## config.mk

```make
export PLATFORM = sky130hd
export DESIGN_NAME = pts_trigger_select
export DESIGN_NICKNAME = d
export VERILOG_FILES = /design/src/verilog/pts_pkg.sv /design/src/verilog/pts_trigger_select.sv
export VERILOG_INCLUDE_DIRS = /design/src /design/src/verilog
export SDC_FILE = /design/constraint.sdc
export NUM_CORES = 1
export LEC_CHECK = 0
export ABC_AREA = 1
export BUFFER_PORTS_ARGS = -buffer_cell sky130_fd_sc_hd__clkbuf_2
export CAP_MARGIN = 0
export CORE_UTILIZATION = 27
export CTS_CLUSTER_SIZE = 24
export DETAILED_ROUTE_END_ITERATION = 7
export PLACE_DENSITY = 0.46
export SLEW_MARGIN = 10
export SYNTH_ARGS = -nofsm -noshare
export SYNTH_HDL_FRONTEND = slang
export SYNTH_SLANG_ARGS = --single-unit
```

## constraint.sdc

```tcl
create_clock -name clk -period 1.29 [get_ports clk]
set_clock_uncertainty 0.05 [all_clocks]
set_input_delay 0.0645 -clock clk [delete_from_list [all_inputs] [get_ports clk]]
set_output_delay 0.0645 -clock clk [all_outputs]
set_load 0.005 [all_outputs]
```

## src/verilog/pts_regs.svh

```systemverilog
// register offsets, field positions and reset values of the trigger select block
// Behaviour
// - event select 110 fires at peak and bottom; 111 fires nothing.
// - sawtooth carrier: select 001 fires on the up-count match instead.
// - sawtooth carrier: select 101 fires at the peak, not the bottom.
// - select 011, second compare 0x0001, triangle carrier: one trigger per period.
// - control bit 7 picks first compare buffer transfer; 0 means synchronous.
// - bit 7 at 1: first compare write reaches working buffer at once.
// - select 100 fires at carrier peak; 101 fires at carrier bottom on a triangle carrier.
`ifndef PTS_REGS_SVH
`define PTS_REGS_SVH

// ========================================
// offsets
`define PTS_OFS_CTRL 4'h0
`define PTS_OFS_CMP1 4'h4
`define PTS_OFS_CMP2 4'h8
`define PTS_OFS_WORK 4'hc

// ========================================
// field positions
`define PTS_SEL_LSB 4
`define PTS_SEL_MSB 6
`define PTS_ASYNC_BIT 7

// ========================================
// reset values and the second compare value of the once-per-period select
`define PTS_CTRL_RST 8'h70
`define PTS_CMP_RST 16'h0000
`define PTS_CMP2_ONE 16'h0001

`endif

```

## src/verilog/pts_pkg.sv

```systemverilog
// types of the trigger select block
package pts_pkg;

    // ========================================
    // carrier state from the pwm counter, same clock
    typedef struct packed {
        logic tick;
        logic up;
        logic peak;
        logic bottom;
        logic [15:0] count;
    } pts_carrier_t;

    // ========================================
    // second trigger event select codes
    typedef enum logic [2:0] {
        SEL_UP_MATCH = 3'h0,
        SEL_DN_MATCH = 3'h1,
        SEL_UPDN_MATCH = 3'h2,
        SEL_UPDN_ONCE = 3'h3,
        SEL_PEAK = 3'h4,
        SEL_BOTTOM = 3'h5,
        SEL_PEAK_BOTTOM = 3'h6,
        SEL_OFF = 3'h7
    } pts_sel_t;

    typedef enum logic [1:0] {
        RSP_OKAY = 2'h0,
        RSP_SLVERR = 2'h2
    } pts_resp_t;

endpackage

```

## src/verilog/pts_trigger_select.sv

```systemverilog
// second trigger event select and first compare buffer transfer, axi4-lite slave
//
// The AXI4-Lite interface to the registers and the placing of the registers were decided locally.
`timescale 1ns/1ps
`include "pts_regs.svh"

module pts_trigger_select #(
    parameter int CMP_W = 16
) (
    // clock and reset
    input wire logic clk,
    input wire logic nrst,
    // carrier from the pwm unit
    input wire logic carrier_triangle,
    input wire pts_pkg::pts_carrier_t carrier,
    // trigger side
    output logic second_trigger,
    output logic [CMP_W-1:0] first_trigger_compare_working,
    // axi4-lite write address
    input wire logic [3:0] s_axi_awaddr,
    input wire logic s_axi_awvalid,
    output logic s_axi_awready,
    // axi4-lite write data
    input wire logic [31:0] s_axi_wdata,
    input wire logic [3:0] s_axi_wstrb,
    input wire logic s_axi_wvalid,
    output logic s_axi_wready,
    // axi4-lite write response
    output logic [1:0] s_axi_bresp,
    output logic s_axi_bvalid,
    input wire logic s_axi_bready,
    // axi4-lite read address
    input wire logic [3:0] s_axi_araddr,
    input wire logic s_axi_arvalid,
    output logic s_axi_arready,
    // axi4-lite read data
    output logic [31:0] s_axi_rdata,
    output logic [1:0] s_axi_rresp,
    output logic s_axi_rvalid,
    input wire logic s_axi_rready
);

    if (CMP_W != 16) begin : g_width_check
        $error("pts_trigger_select: compare width must be 16");
    end

    // ========================================
    // registers
    logic [7:0] ctrl_r;
    logic [15:0] cmp1_r;
    logic [15:0] cmp2_r;
    logic [15:0] work_r;
    logic [3:0] awaddr_r;
    logic aw_held_r;
    logic [31:0] wdata_r;
    logic [3:0] wstrb_r;
    logic w_held_r;
    logic once_fired_r;

    logic [2:0] sel_raw;
    logic async_en;
    logic do_write;
    logic wr_hit;
    logic cmp1_wr;
    logic [15:0] cmp1_nxt;

    assign sel_raw = ctrl_r[`PTS_SEL_MSB:`PTS_SEL_LSB];
    assign async_en = ctrl_r[`PTS_ASYNC_BIT];

    // ========================================
    // write channel: address and data taken in either order
    assign s_axi_awready = !aw_held_r && !s_axi_bvalid;
    assign s_axi_wready = !w_held_r && !s_axi_bvalid;
    assign do_write = aw_held_r && w_held_r && !s_axi_bvalid;
    assign wr_hit = awaddr_r == `PTS_OFS_CTRL || awaddr_r == `PTS_OFS_CMP1
        || awaddr_r == `PTS_OFS_CMP2;
    assign cmp1_wr = do_write && awaddr_r == `PTS_OFS_CMP1;

    always_comb begin
        cmp1_nxt = cmp1_r;
        if (wstrb_r[0]) begin
            cmp1_nxt[7:0] = wdata_r[7:0];
        end
        if (wstrb_r[1]) begin
            cmp1_nxt[15:8] = wdata_r[15:8];
        end
    end

    always_ff @(posedge clk) begin
        if (!nrst) begin
            aw_held_r <= 1'b0;
            awaddr_r <= 4'h0;
        end else if (s_axi_awvalid && s_axi_awready) begin
            aw_held_r <= 1'b1;
            awaddr_r <= {s_axi_awaddr[3:2], 2'h0};
        end else if (do_write) begin
            aw_held_r <= 1'b0;
        end
    end

    always_ff @(posedge clk) begin
        if (!nrst) begin
            w_held_r <= 1'b0;
            wdata_r <= 32'h0;
            wstrb_r <= 4'h0;
        end else if (s_axi_wvalid && s_axi_wready) begin
            w_held_r <= 1'b1;
            wdata_r <= s_axi_wdata;
            wstrb_r <= s_axi_wstrb;
        end else if (do_write) begin
            w_held_r <= 1'b0;
        end
    end

    always_ff @(posedge clk) begin
        if (!nrst) begin
            s_axi_bvalid <= 1'b0;
            s_axi_bresp <= pts_pkg::RSP_OKAY;
        end else if (do_write) begin
            s_axi_bvalid <= 1'b1;
            s_axi_bresp <= wr_hit ? pts_pkg::RSP_OKAY : pts_pkg::RSP_SLVERR;
        end else if (s_axi_bready) begin
            s_axi_bvalid <= 1'b0;
        end
    end

    // ========================================
    // control and compare registers
    always_ff @(posedge clk) begin
        if (!nrst) begin
            ctrl_r <= `PTS_CTRL_RST;
        end else if (do_write && awaddr_r == `PTS_OFS_CTRL && wstrb_r[0]) begin
            ctrl_r <= wdata_r[7:0];
        end
    end

    always_ff @(posedge clk) begin
        if (!nrst) begin
            cmp1_r <= `PTS_CMP_RST;
        end else if (cmp1_wr) begin
            cmp1_r <= cmp1_nxt;
        end
    end

    always_ff @(posedge clk) begin
        if (!nrst) begin
            cmp2_r <= `PTS_CMP_RST;
        end else if (do_write && awaddr_r == `PTS_OFS_CMP2) begin
            if (wstrb_r[0]) begin
                cmp2_r[7:0] <= wdata_r[7:0];
            end
            if (wstrb_r[1]) begin
                cmp2_r[15:8] <= wdata_r[15:8];
            end
        end
    end

    // ========================================
    // working buffer of the first compare value
    // in sync mode a compare never sees a half-updated value: copy only at the bottom; async writes land at once
    always_ff @(posedge clk) begin
        if (!nrst) begin
            work_r <= `PTS_CMP_RST;
        end else if (async_en && cmp1_wr) begin
            work_r <= cmp1_nxt;
        end else if (!async_en && carrier.bottom) begin
            work_r <= cmp1_r;
        end
    end

    assign first_trigger_compare_working = work_r;

    // ========================================
    // second trigger event select
    pts_pkg::pts_sel_t sel_eff;
    logic match;
    logic fire;

    always_comb begin
        sel_eff = pts_pkg::pts_sel_t'(sel_raw);
        if (!carrier_triangle && sel_raw == pts_pkg::SEL_DN_MATCH) begin
            sel_eff = pts_pkg::SEL_UP_MATCH;
        end
        if (!carrier_triangle && sel_raw == pts_pkg::SEL_BOTTOM) begin
            sel_eff = pts_pkg::SEL_PEAK;
        end
    end

    assign match = carrier.tick && carrier.count == cmp2_r;

    always_comb begin
        unique case (sel_eff)
            pts_pkg::SEL_UP_MATCH: fire = match && carrier.up;
            pts_pkg::SEL_DN_MATCH: fire = match && !carrier.up;
            pts_pkg::SEL_UPDN_MATCH: fire = match;
            // a match at 1 sits beside the bottom turn; one pulse per period
            pts_pkg::SEL_UPDN_ONCE: fire = match && !once_fired_r;
            pts_pkg::SEL_PEAK: fire = carrier.peak;
            pts_pkg::SEL_BOTTOM: fire = carrier.bottom;
            pts_pkg::SEL_PEAK_BOTTOM: fire = carrier.peak || carrier.bottom;
            pts_pkg::SEL_OFF: fire = 1'b0;
        endcase
    end

    always_ff @(posedge clk) begin
        if (!nrst) begin
            once_fired_r <= 1'b0;
        end else if (carrier.peak) begin
            once_fired_r <= 1'b0;
        end else if (fire && sel_eff == pts_pkg::SEL_UPDN_ONCE && cmp2_r == `PTS_CMP2_ONE
            && carrier_triangle) begin
            once_fired_r <= 1'b1;
        end
    end

    always_ff @(posedge clk) begin
        if (!nrst) begin
            second_trigger <= 1'b0;
        end else begin
            second_trigger <= fire;
        end
    end

    // ========================================
    // read channel
    logic [31:0] rd_val;
    logic rd_hit;

    assign s_axi_arready = !s_axi_rvalid;

    always_comb begin
        rd_val = 32'h0;
        rd_hit = 1'b1;
        unique case ({s_axi_araddr[3:2], 2'h0})
            `PTS_OFS_CTRL: rd_val = {24'h0, ctrl_r};
            `PTS_OFS_CMP1: rd_val = {16'h0, cmp1_r};
            `PTS_OFS_CMP2: rd_val = {16'h0, cmp2_r};
            `PTS_OFS_WORK: rd_val = {16'h0, work_r};
            default: rd_hit = 1'b0;
        endcase
    end

    always_ff @(posedge clk) begin
        if (!nrst) begin
            s_axi_rvalid <= 1'b0;
            s_axi_rdata <= 32'h0;
            s_axi_rresp <= pts_pkg::RSP_OKAY;
        end else if (s_axi_arvalid && s_axi_arready) begin
            s_axi_rvalid <= 1'b1;
            s_axi_rdata <= rd_val;
            s_axi_rresp <= rd_hit ? pts_pkg::RSP_OKAY : pts_pkg::RSP_SLVERR;
        end else if (s_axi_rready) begin
            s_axi_rvalid <= 1'b0;
        end
    end

    // ========================================
    // checks
    AST_OFF_SILENT: assert property (@(posedge clk) disable iff (!nrst)
        sel_raw == 3'h7 |=> !second_trigger)
        else $error("trigger fired with select off");
    AST_PEAK_BOTTOM: assert property (@(posedge clk) disable iff (!nrst)
        sel_raw == 3'h6 && (carrier.peak || carrier.bottom) |=> second_trigger)
        else $error("peak or bottom missed with select 110");
    AST_SAW_UP: assert property (@(posedge clk) disable iff (!nrst)
        !carrier_triangle && sel_raw == 3'h1 && match && carrier.up |=> second_trigger)
        else $error("sawtooth up match missed with select 001");
    AST_SAW_PEAK: assert property (@(posedge clk) disable iff (!nrst)
        !carrier_triangle && sel_raw == 3'h5 |-> ##1 second_trigger == $past(carrier.peak))
        else $error("sawtooth select 101 not at peak");
    AST_ONCE_PERIOD: assert property (@(posedge clk) disable iff (!nrst)
        carrier_triangle && sel_raw == 3'h3 && cmp2_r == 16'h0001 && once_fired_r
        && !carrier.peak |=> !second_trigger)
        else $error("second trigger twice in one period");
    AST_SYNC_HOLD: assert property (@(posedge clk) disable iff (!nrst)
        !async_en && !carrier.bottom |=> $stable(work_r))
        else $error("working buffer moved outside bottom in sync mode");
    AST_ASYNC_NOW: assert property (@(posedge clk) disable iff (!nrst)
        async_en && cmp1_wr |=> work_r == cmp1_r)
        else $error("async write not reflected at once");
    AST_TRI_SEL: assert property (@(posedge clk) disable iff (!nrst)
        carrier_triangle && sel_raw == 3'h4 |-> ##1 second_trigger == $past(carrier.peak))
        else $error("select 100 not at peak");
    AST_TRI_BOTTOM: assert property (@(posedge clk) disable iff (!nrst)
        carrier_triangle && sel_raw == 3'h5 |-> ##1 second_trigger == $past(carrier.bottom))
        else $error("triangle select 101 not at bottom");
    AST_SYNC_COPY: assert property (@(posedge clk) disable iff (!nrst)
        !async_en && carrier.bottom |=> work_r == $past(cmp1_r))
        else $error("bottom copy of first compare missed");

endmodule

```

After elaboration in Yosys (flattened, before gate mapping)
Index checks and enable logic that the tools add are counted.
{"block": "totals", "output_inout_bits": 58, "regBits": 116, "in_bits": 72, "wordCells": 93}
{"block": "op_classes", "n_reduce_logical": 44, "n_mux": 16, "n_bitwise": 1, "n_eq_ne": 16}
{"operator": "case mux 32 bit (4 select lines)", "n": 1}
{"operator": "two-way mux 16 bit", "n": 2}
{"operator": "logical AND 1 bit", "n": 22}
{"operator": "== test 16 x 1 -> 1 bit (second input constant)", "n": 1}
{"operator": "== test 16 bit", "n": 1}
{"operator": "two-way mux 8 bit", "n": 2}
{"operator": "== test 3 bit (second input constant)", "n": 5}
{"operator": "nonzero test 2 bit", "n": 5}
{"operator": "zero test 1 bit", "n": 8}
{"operator": "case mux 1 bit (8 select lines)", "n": 1}
{"operator": "two-way mux 1 bit", "n": 7}
{"operator": "== test 2 bit (second input constant)", "n": 3}
{"operator": "== test 3 x 1 -> 1 bit (second input constant)", "n": 2}
{"operator": "== test 3 x 2 -> 1 bit (second input constant)", "n": 2}
{"operator": "two-way mux 3 bit", "n": 2}
{"operator": "== test 2 x 1 -> 1 bit (second input constant)", "n": 2}
{"operator": "zero test 4 bit", "n": 1}
{"operator": "AND reduction 2 bit", "n": 2}
{"operator": "zero test 3 bit", "n": 1}
{"operator": "logical OR 1 bit", "n": 3}
{"operator": "zero test 2 bit", "n": 1}
{"operator": "two-way mux 2 bit", "n": 1}
{"operator": "OR reduction 2 bit", "n": 1}
{"operator": "inverter 1 bit", "n": 1}

Longest topological paths before layout
{"block": "depth", "depth_word": 9, "depth_mapped": 11, "ltp_nobuf": 10}

Least setup slack after synthesis
OpenSTA, ideal clock, no wires.
{"block": "synth_timing", "kind": "reg-to-reg", "from": "reg s_axi_bvalid", "to": "reg work_r[4] (netlist: first_trigger_compare_working[4])", "arrival_ns": 1.191, "period_less_slack_ns": 1.377, "path_buffers": 1, "setup_ns": 0.136, "stages_incl_launch_ff": 12, "setup_slack_ns": -0.087, "path_cell_list": "dfxtp_1 -> inv_2 -> nand3_4 -> inv_2 -> nand2_4 -> nor2_8 -> inv_6 -> nand2_8 -> inv_4 -> buf_6 -> nand2_1 -> a31oi_1"}
{"block": "synth_via", "elab_chain_len": 5, "elab_cells_between_ends": 6}
{"item": "from (decl)", "line": "pts_trigger_select.sv:30", "text": "output logic s_axi_bvalid,"}
{"item": "from (signal assigned)", "line": "pts_trigger_select.sv:117", "text": "s_axi_bvalid <= 1'b0;"}
{"item": "from (signal assigned)", "line": "pts_trigger_select.sv:120", "text": "s_axi_bvalid <= 1'b1;"}
{"item": "from (signal assigned)", "line": "pts_trigger_select.sv:123", "text": "s_axi_bvalid <= 1'b0;"}
{"item": "zero test 1 bit *", "line": "pts_trigger_select.sv:74", "text": "assign do_write = aw_held_r && w_held_r && !s_axi_bvalid;"}
{"item": "logical AND 1 bit *", "line": "pts_trigger_select.sv:74"}
{"item": "logical AND 1 bit (no source line) *"}
{"item": "logical AND 1 bit *", "line": "pts_trigger_select.sv:164", "text": "end else if (async_en && cmp1_wr) begin"}
{"item": "two-way mux 16 bit / nonzero test 2 bit (equally long branches)"}
{"item": "to (signal assigned)", "line": "pts_trigger_select.sv:163", "text": "work_r <= `PTS_CMP_RST;"}
{"item": "to (signal assigned)", "line": "pts_trigger_select.sv:165", "text": "work_r <= cmp1_nxt;"}
{"item": "to (signal assigned)", "line": "pts_trigger_select.sv:167", "text": "work_r <= cmp1_r;"}
{"item": "to (decl)", "line": "pts_trigger_select.sv:52", "text": "logic [15:0] work_r;"}
Mark *: on every way between the ends. The rest lies on a longest branch, timed or not.
A chain may end at the register's enable or synchronous reset.

Worst setup path after layout
{"block": "layout_timing", "from": "reg s_axi_bvalid", "to": "reg work_r[13] (netlist: first_trigger_compare_working[13])"}
Same word-level chain as after synthesis.

==> results.py <==
metrics = {
    "yosys": {
        "netlist_instances": 653,
        "ys_types": 39,
        "synth_top_area_share_pct": 42.6,
        "yosys.area.top_type": "dfxtp_1",
        "synthTopCellsByArea": "dfxtp_1 (43%), nand2_1 (11%), o21ai_0 (10%)",
        "synth_edf_count": 0,
        "synthArstFlopShare_pct": 0,
        "avgSynthCellArea_sq_um": 7.12,
        "yosysWarnings": 0,
        "seq_area_frac_synth_pct": 42.6,
        "ys.flop_type": "dfxtp_1",
        "synthesis.area_sq_mm": 0.00465,
        "synth-seq-cells": 99,
    },
    "grt": {
        "grt_use_met3_pct": 3.54,
        "grt_max_degree": 46,
        "grt_pass1_vias": 4268,
        "busiest_layer": "met2",
        "antenna_found_initial": 0,
        "grt_use_met1_pct": 23.1,
        "grt_pass1_wl_mm": 22.6,
        "grtUsageTotal_pct": 16.6,
        "grt_overflow_total": 0,
        "grt_use_met2_pct": 25.4,
    },
    "clocking": {
        "cts-root-buf": "clkbuf_16",
        "path_clk_slew_ns": 0.07,
        "clkLatencyLatePin_ns": 0.35,
        "clock_sinks": 99,
        "cts_buffer_depth": 2,
        "cts_made_buffers": 9,
        "htree_levels": 3,
        "cts_tree": "built",
    },
    "setup_path": {
        "crit_path_start": "s_axi_bvalid",
        "startpoint_type": "register",
        "cp.arrival_ns": 1.64,
        "r2r_cells": 10,
        "r2r_slack_ns": -0.13,
        "crit_fanout": 14,
        "path_class": "reg2reg",
        "r2r_start": "s_axi_bvalid",
        "cp-end-kind": "register",
        "worstPathRequired_ns": 1.50,
        "r2r_end": "first_trigger_compare_working[13]",
    },
    "finish": {
        "fin_area_sq_mm": 0.00647,
        "layout.cells.most_common": "nand2_1",
        "seq_area_sq_mm": 0.00200,
        "num-nets-final": 894,
        "n_fill_cell": 1798,
        "multi_input_comb_area_sq_mm": 0.00228,
        "drive_gt1_share_pct": 29.6,
        "diodes": 0,
        "final_util_pct": 38.8,
        "area_delta_synth_final_pct": 39.3,
        "layout_common_cells": "nand2_1 (125), clkbuf_2 (88), dfxtp_1 (84)",
    },
    "run_status": {
        "outcome": "complete, but fails checks",
        "violations": "setup timing",
    },
    "power": {
        "fin_total_pwr_w": 0.00680,
        "ir_drop_mv": 0.743,
        "p_per_area_mw_per_mm2": 1050,
        "leakagePower_nw": 2.83,
    },
    "sta": {
        "period_minus_slack_ns": 1.42,
        "max_freq_mhz": 703,
        "finalHoldViolations": 0,
        "slew_violations": 0,
        "setup_slack_ns": -0.133,
        "finalCritPeriodShare_pct": 110,
        "setup_viol": 53,
        "tns_ns": -2.47,
        "rsz0062_at_grt": "true",
    },
    "worst_hold_path": {
        "min_to": "second_trigger",
        "min_path_cells": 3,
        "min_path_type": "in2reg",
        "min-delay-start": "nrst",
    },
    "placed_design": {
        "portBuffers": 88,
        "place_area_sq_mm": 0.00571,
        "dp_slack_ns": -0.144,
        "dp_hpwl_mm": 11.2,
        "gp_congestion": 0.835,
    },
    "die": {
        "die_w_um": 133,
        "die_area_sq_mm": 0.0177,
        "die_h_um": 133,
        "core_sq_mm": 0.0167,
        "placementRows": 47,
        "pin_count": 130,
        "initial_utilization_pct": 27.8,
    },
    "routing": {
        "first_iter_violations": 318,
        "vias_per_cell": 4.50,
        "wirelength_mm": 14.5,
        "postRouteAntennaNets": 0,
        "drc": 0,
        "wl_per_cell_um": 13.8,
        "drtPass1Iterations": 5,
        "vias": 4708,
    },
    "run": {
        "cap_viol_max_count": 0,
    },
}
logic make-up (layout without fill, tap and decap cells):
logic type | Yosys count | count (layout) | share of synthesized area, %
AOI/OAI and AO/OA | 187 | 187 | 22.5
and+or+nand+nor | 243 | 243 | 22.3
buffers and inverters | 121 | 277 | 12.1
DFF | 99 | 99 | 42.6
xor gates and xnor gates | 2 | 2 | 0.377
other | 1 | 19 | 0.0807
flip-flops by register name, summed over array words and instances (netlist names):
register                       count
aw_held_r                          1
awaddr_r                           2
cmp1_r                            16
cmp2_r                            16
ctrl_r                             8
first_trigger_compare_working     16
once_fired_r                       1
s_axi_bresp                        1
s_axi_bvalid                       1
s_axi_rdata                       16
s_axi_rvalid                       1
second_trigger                     1
w_held_r                           1
wdata_r                           16
wstrb_r                            2
layout make-up:
| class | count | area share (%) |
|---|---|---|
| repair inverters | 1 | 0.0580 |
| repair buffers | 188 | 20.6 |
| clock buffers | 12 | 3.96 |
| inverters | 72 | 4.66 |
| flip-flops and latches | 99 | 30.9 |
| multi-input cells | 451 | 35.2 |
| clock inverters | 4 | 0.386 |
| well taps | 220 | 4.25 |
per-layer routing:
metal  wire (um)  vias to the layer above
li1            -                     2459
met1        7200                     2105
met2        6250                      131
met3         803                       13
met4         219                        0
met5           0                        -
through the flow:
stage          hold WS (ns)  instances
2_1_floorplan         0.171        671
3_3_place_gp          0.271        998
3_5_place_dp          0.267        998
4_1_cts              0.0409       1045
5_1_grt              0.0560       1047
6_report             0.0564       1047
how the worst max path moves through the flow:
stage / endpoint / depth (start not counted) / slack (ns)
2_1_floorplan: ctrl_r[7] / 6 / -0.06
3_3_place_gp: first_trigger_compare_working[3] / 9 / -0.11
3_5_place_dp: first_trigger_compare_working[13] / 10 / -0.14
4_1_cts: first_trigger_compare_working[13] / 10 / -0.16
5_1_grt: first_trigger_compare_working[10] / 10 / -0.22
6_report: first_trigger_compare_working[13] / 10 / -0.13
cell usage after synthesis (2+ instances only):
cell type  number
nand2_1       133
buf_1           2
a21oi_1        58
or2_2           4
nor3_1          2
a221oi_2        2
o211ai_1        6
a31oi_1         9
inv_1          65
o221ai_1        9
nand3_1        15
o21ai_0        93
nor2_1         77
clkbuf_1       17
buf_4          20
xor2_1          2
dfxtp_1        99
a221oi_1        6
nand4_1         3
buf_2           8
buf_6           2
inv_2           4
worst max-delay path, cell delays in order (launching register included):
cell	delay, ns
dfxtp_2	0.33
inv_2	0.07
nand3_4	0.08
buf_6	0.13
inv_4	0.05
nand2_4	0.06
nor2_8	0.14
inv_6	0.06
nand2_8	0.08
inv_12	0.05
a221oi_2	0.23
power by group:
part           switching [W]  total (W)  internal (W)  leakage [nW]
combinational       0.000504   0.000918      0.000414          1.89
clock                0.00119    0.00260       0.00141         0.135
sequential          0.000113    0.00328       0.00317         0.810
total                0.00180    0.00680       0.00499          2.83
repair_timing:
action                                 in CTS  in global routing
buffers inserted                            5                  2
endpoints found under the hold margin      24                  0
cloned                                      2                  0
pin swaps                                   5                 10
gates resized for setup                    45                 59
setup endpoints to repair                  46                 80
hold buffers                               24                  0
(Power assumes the default switching activity.)
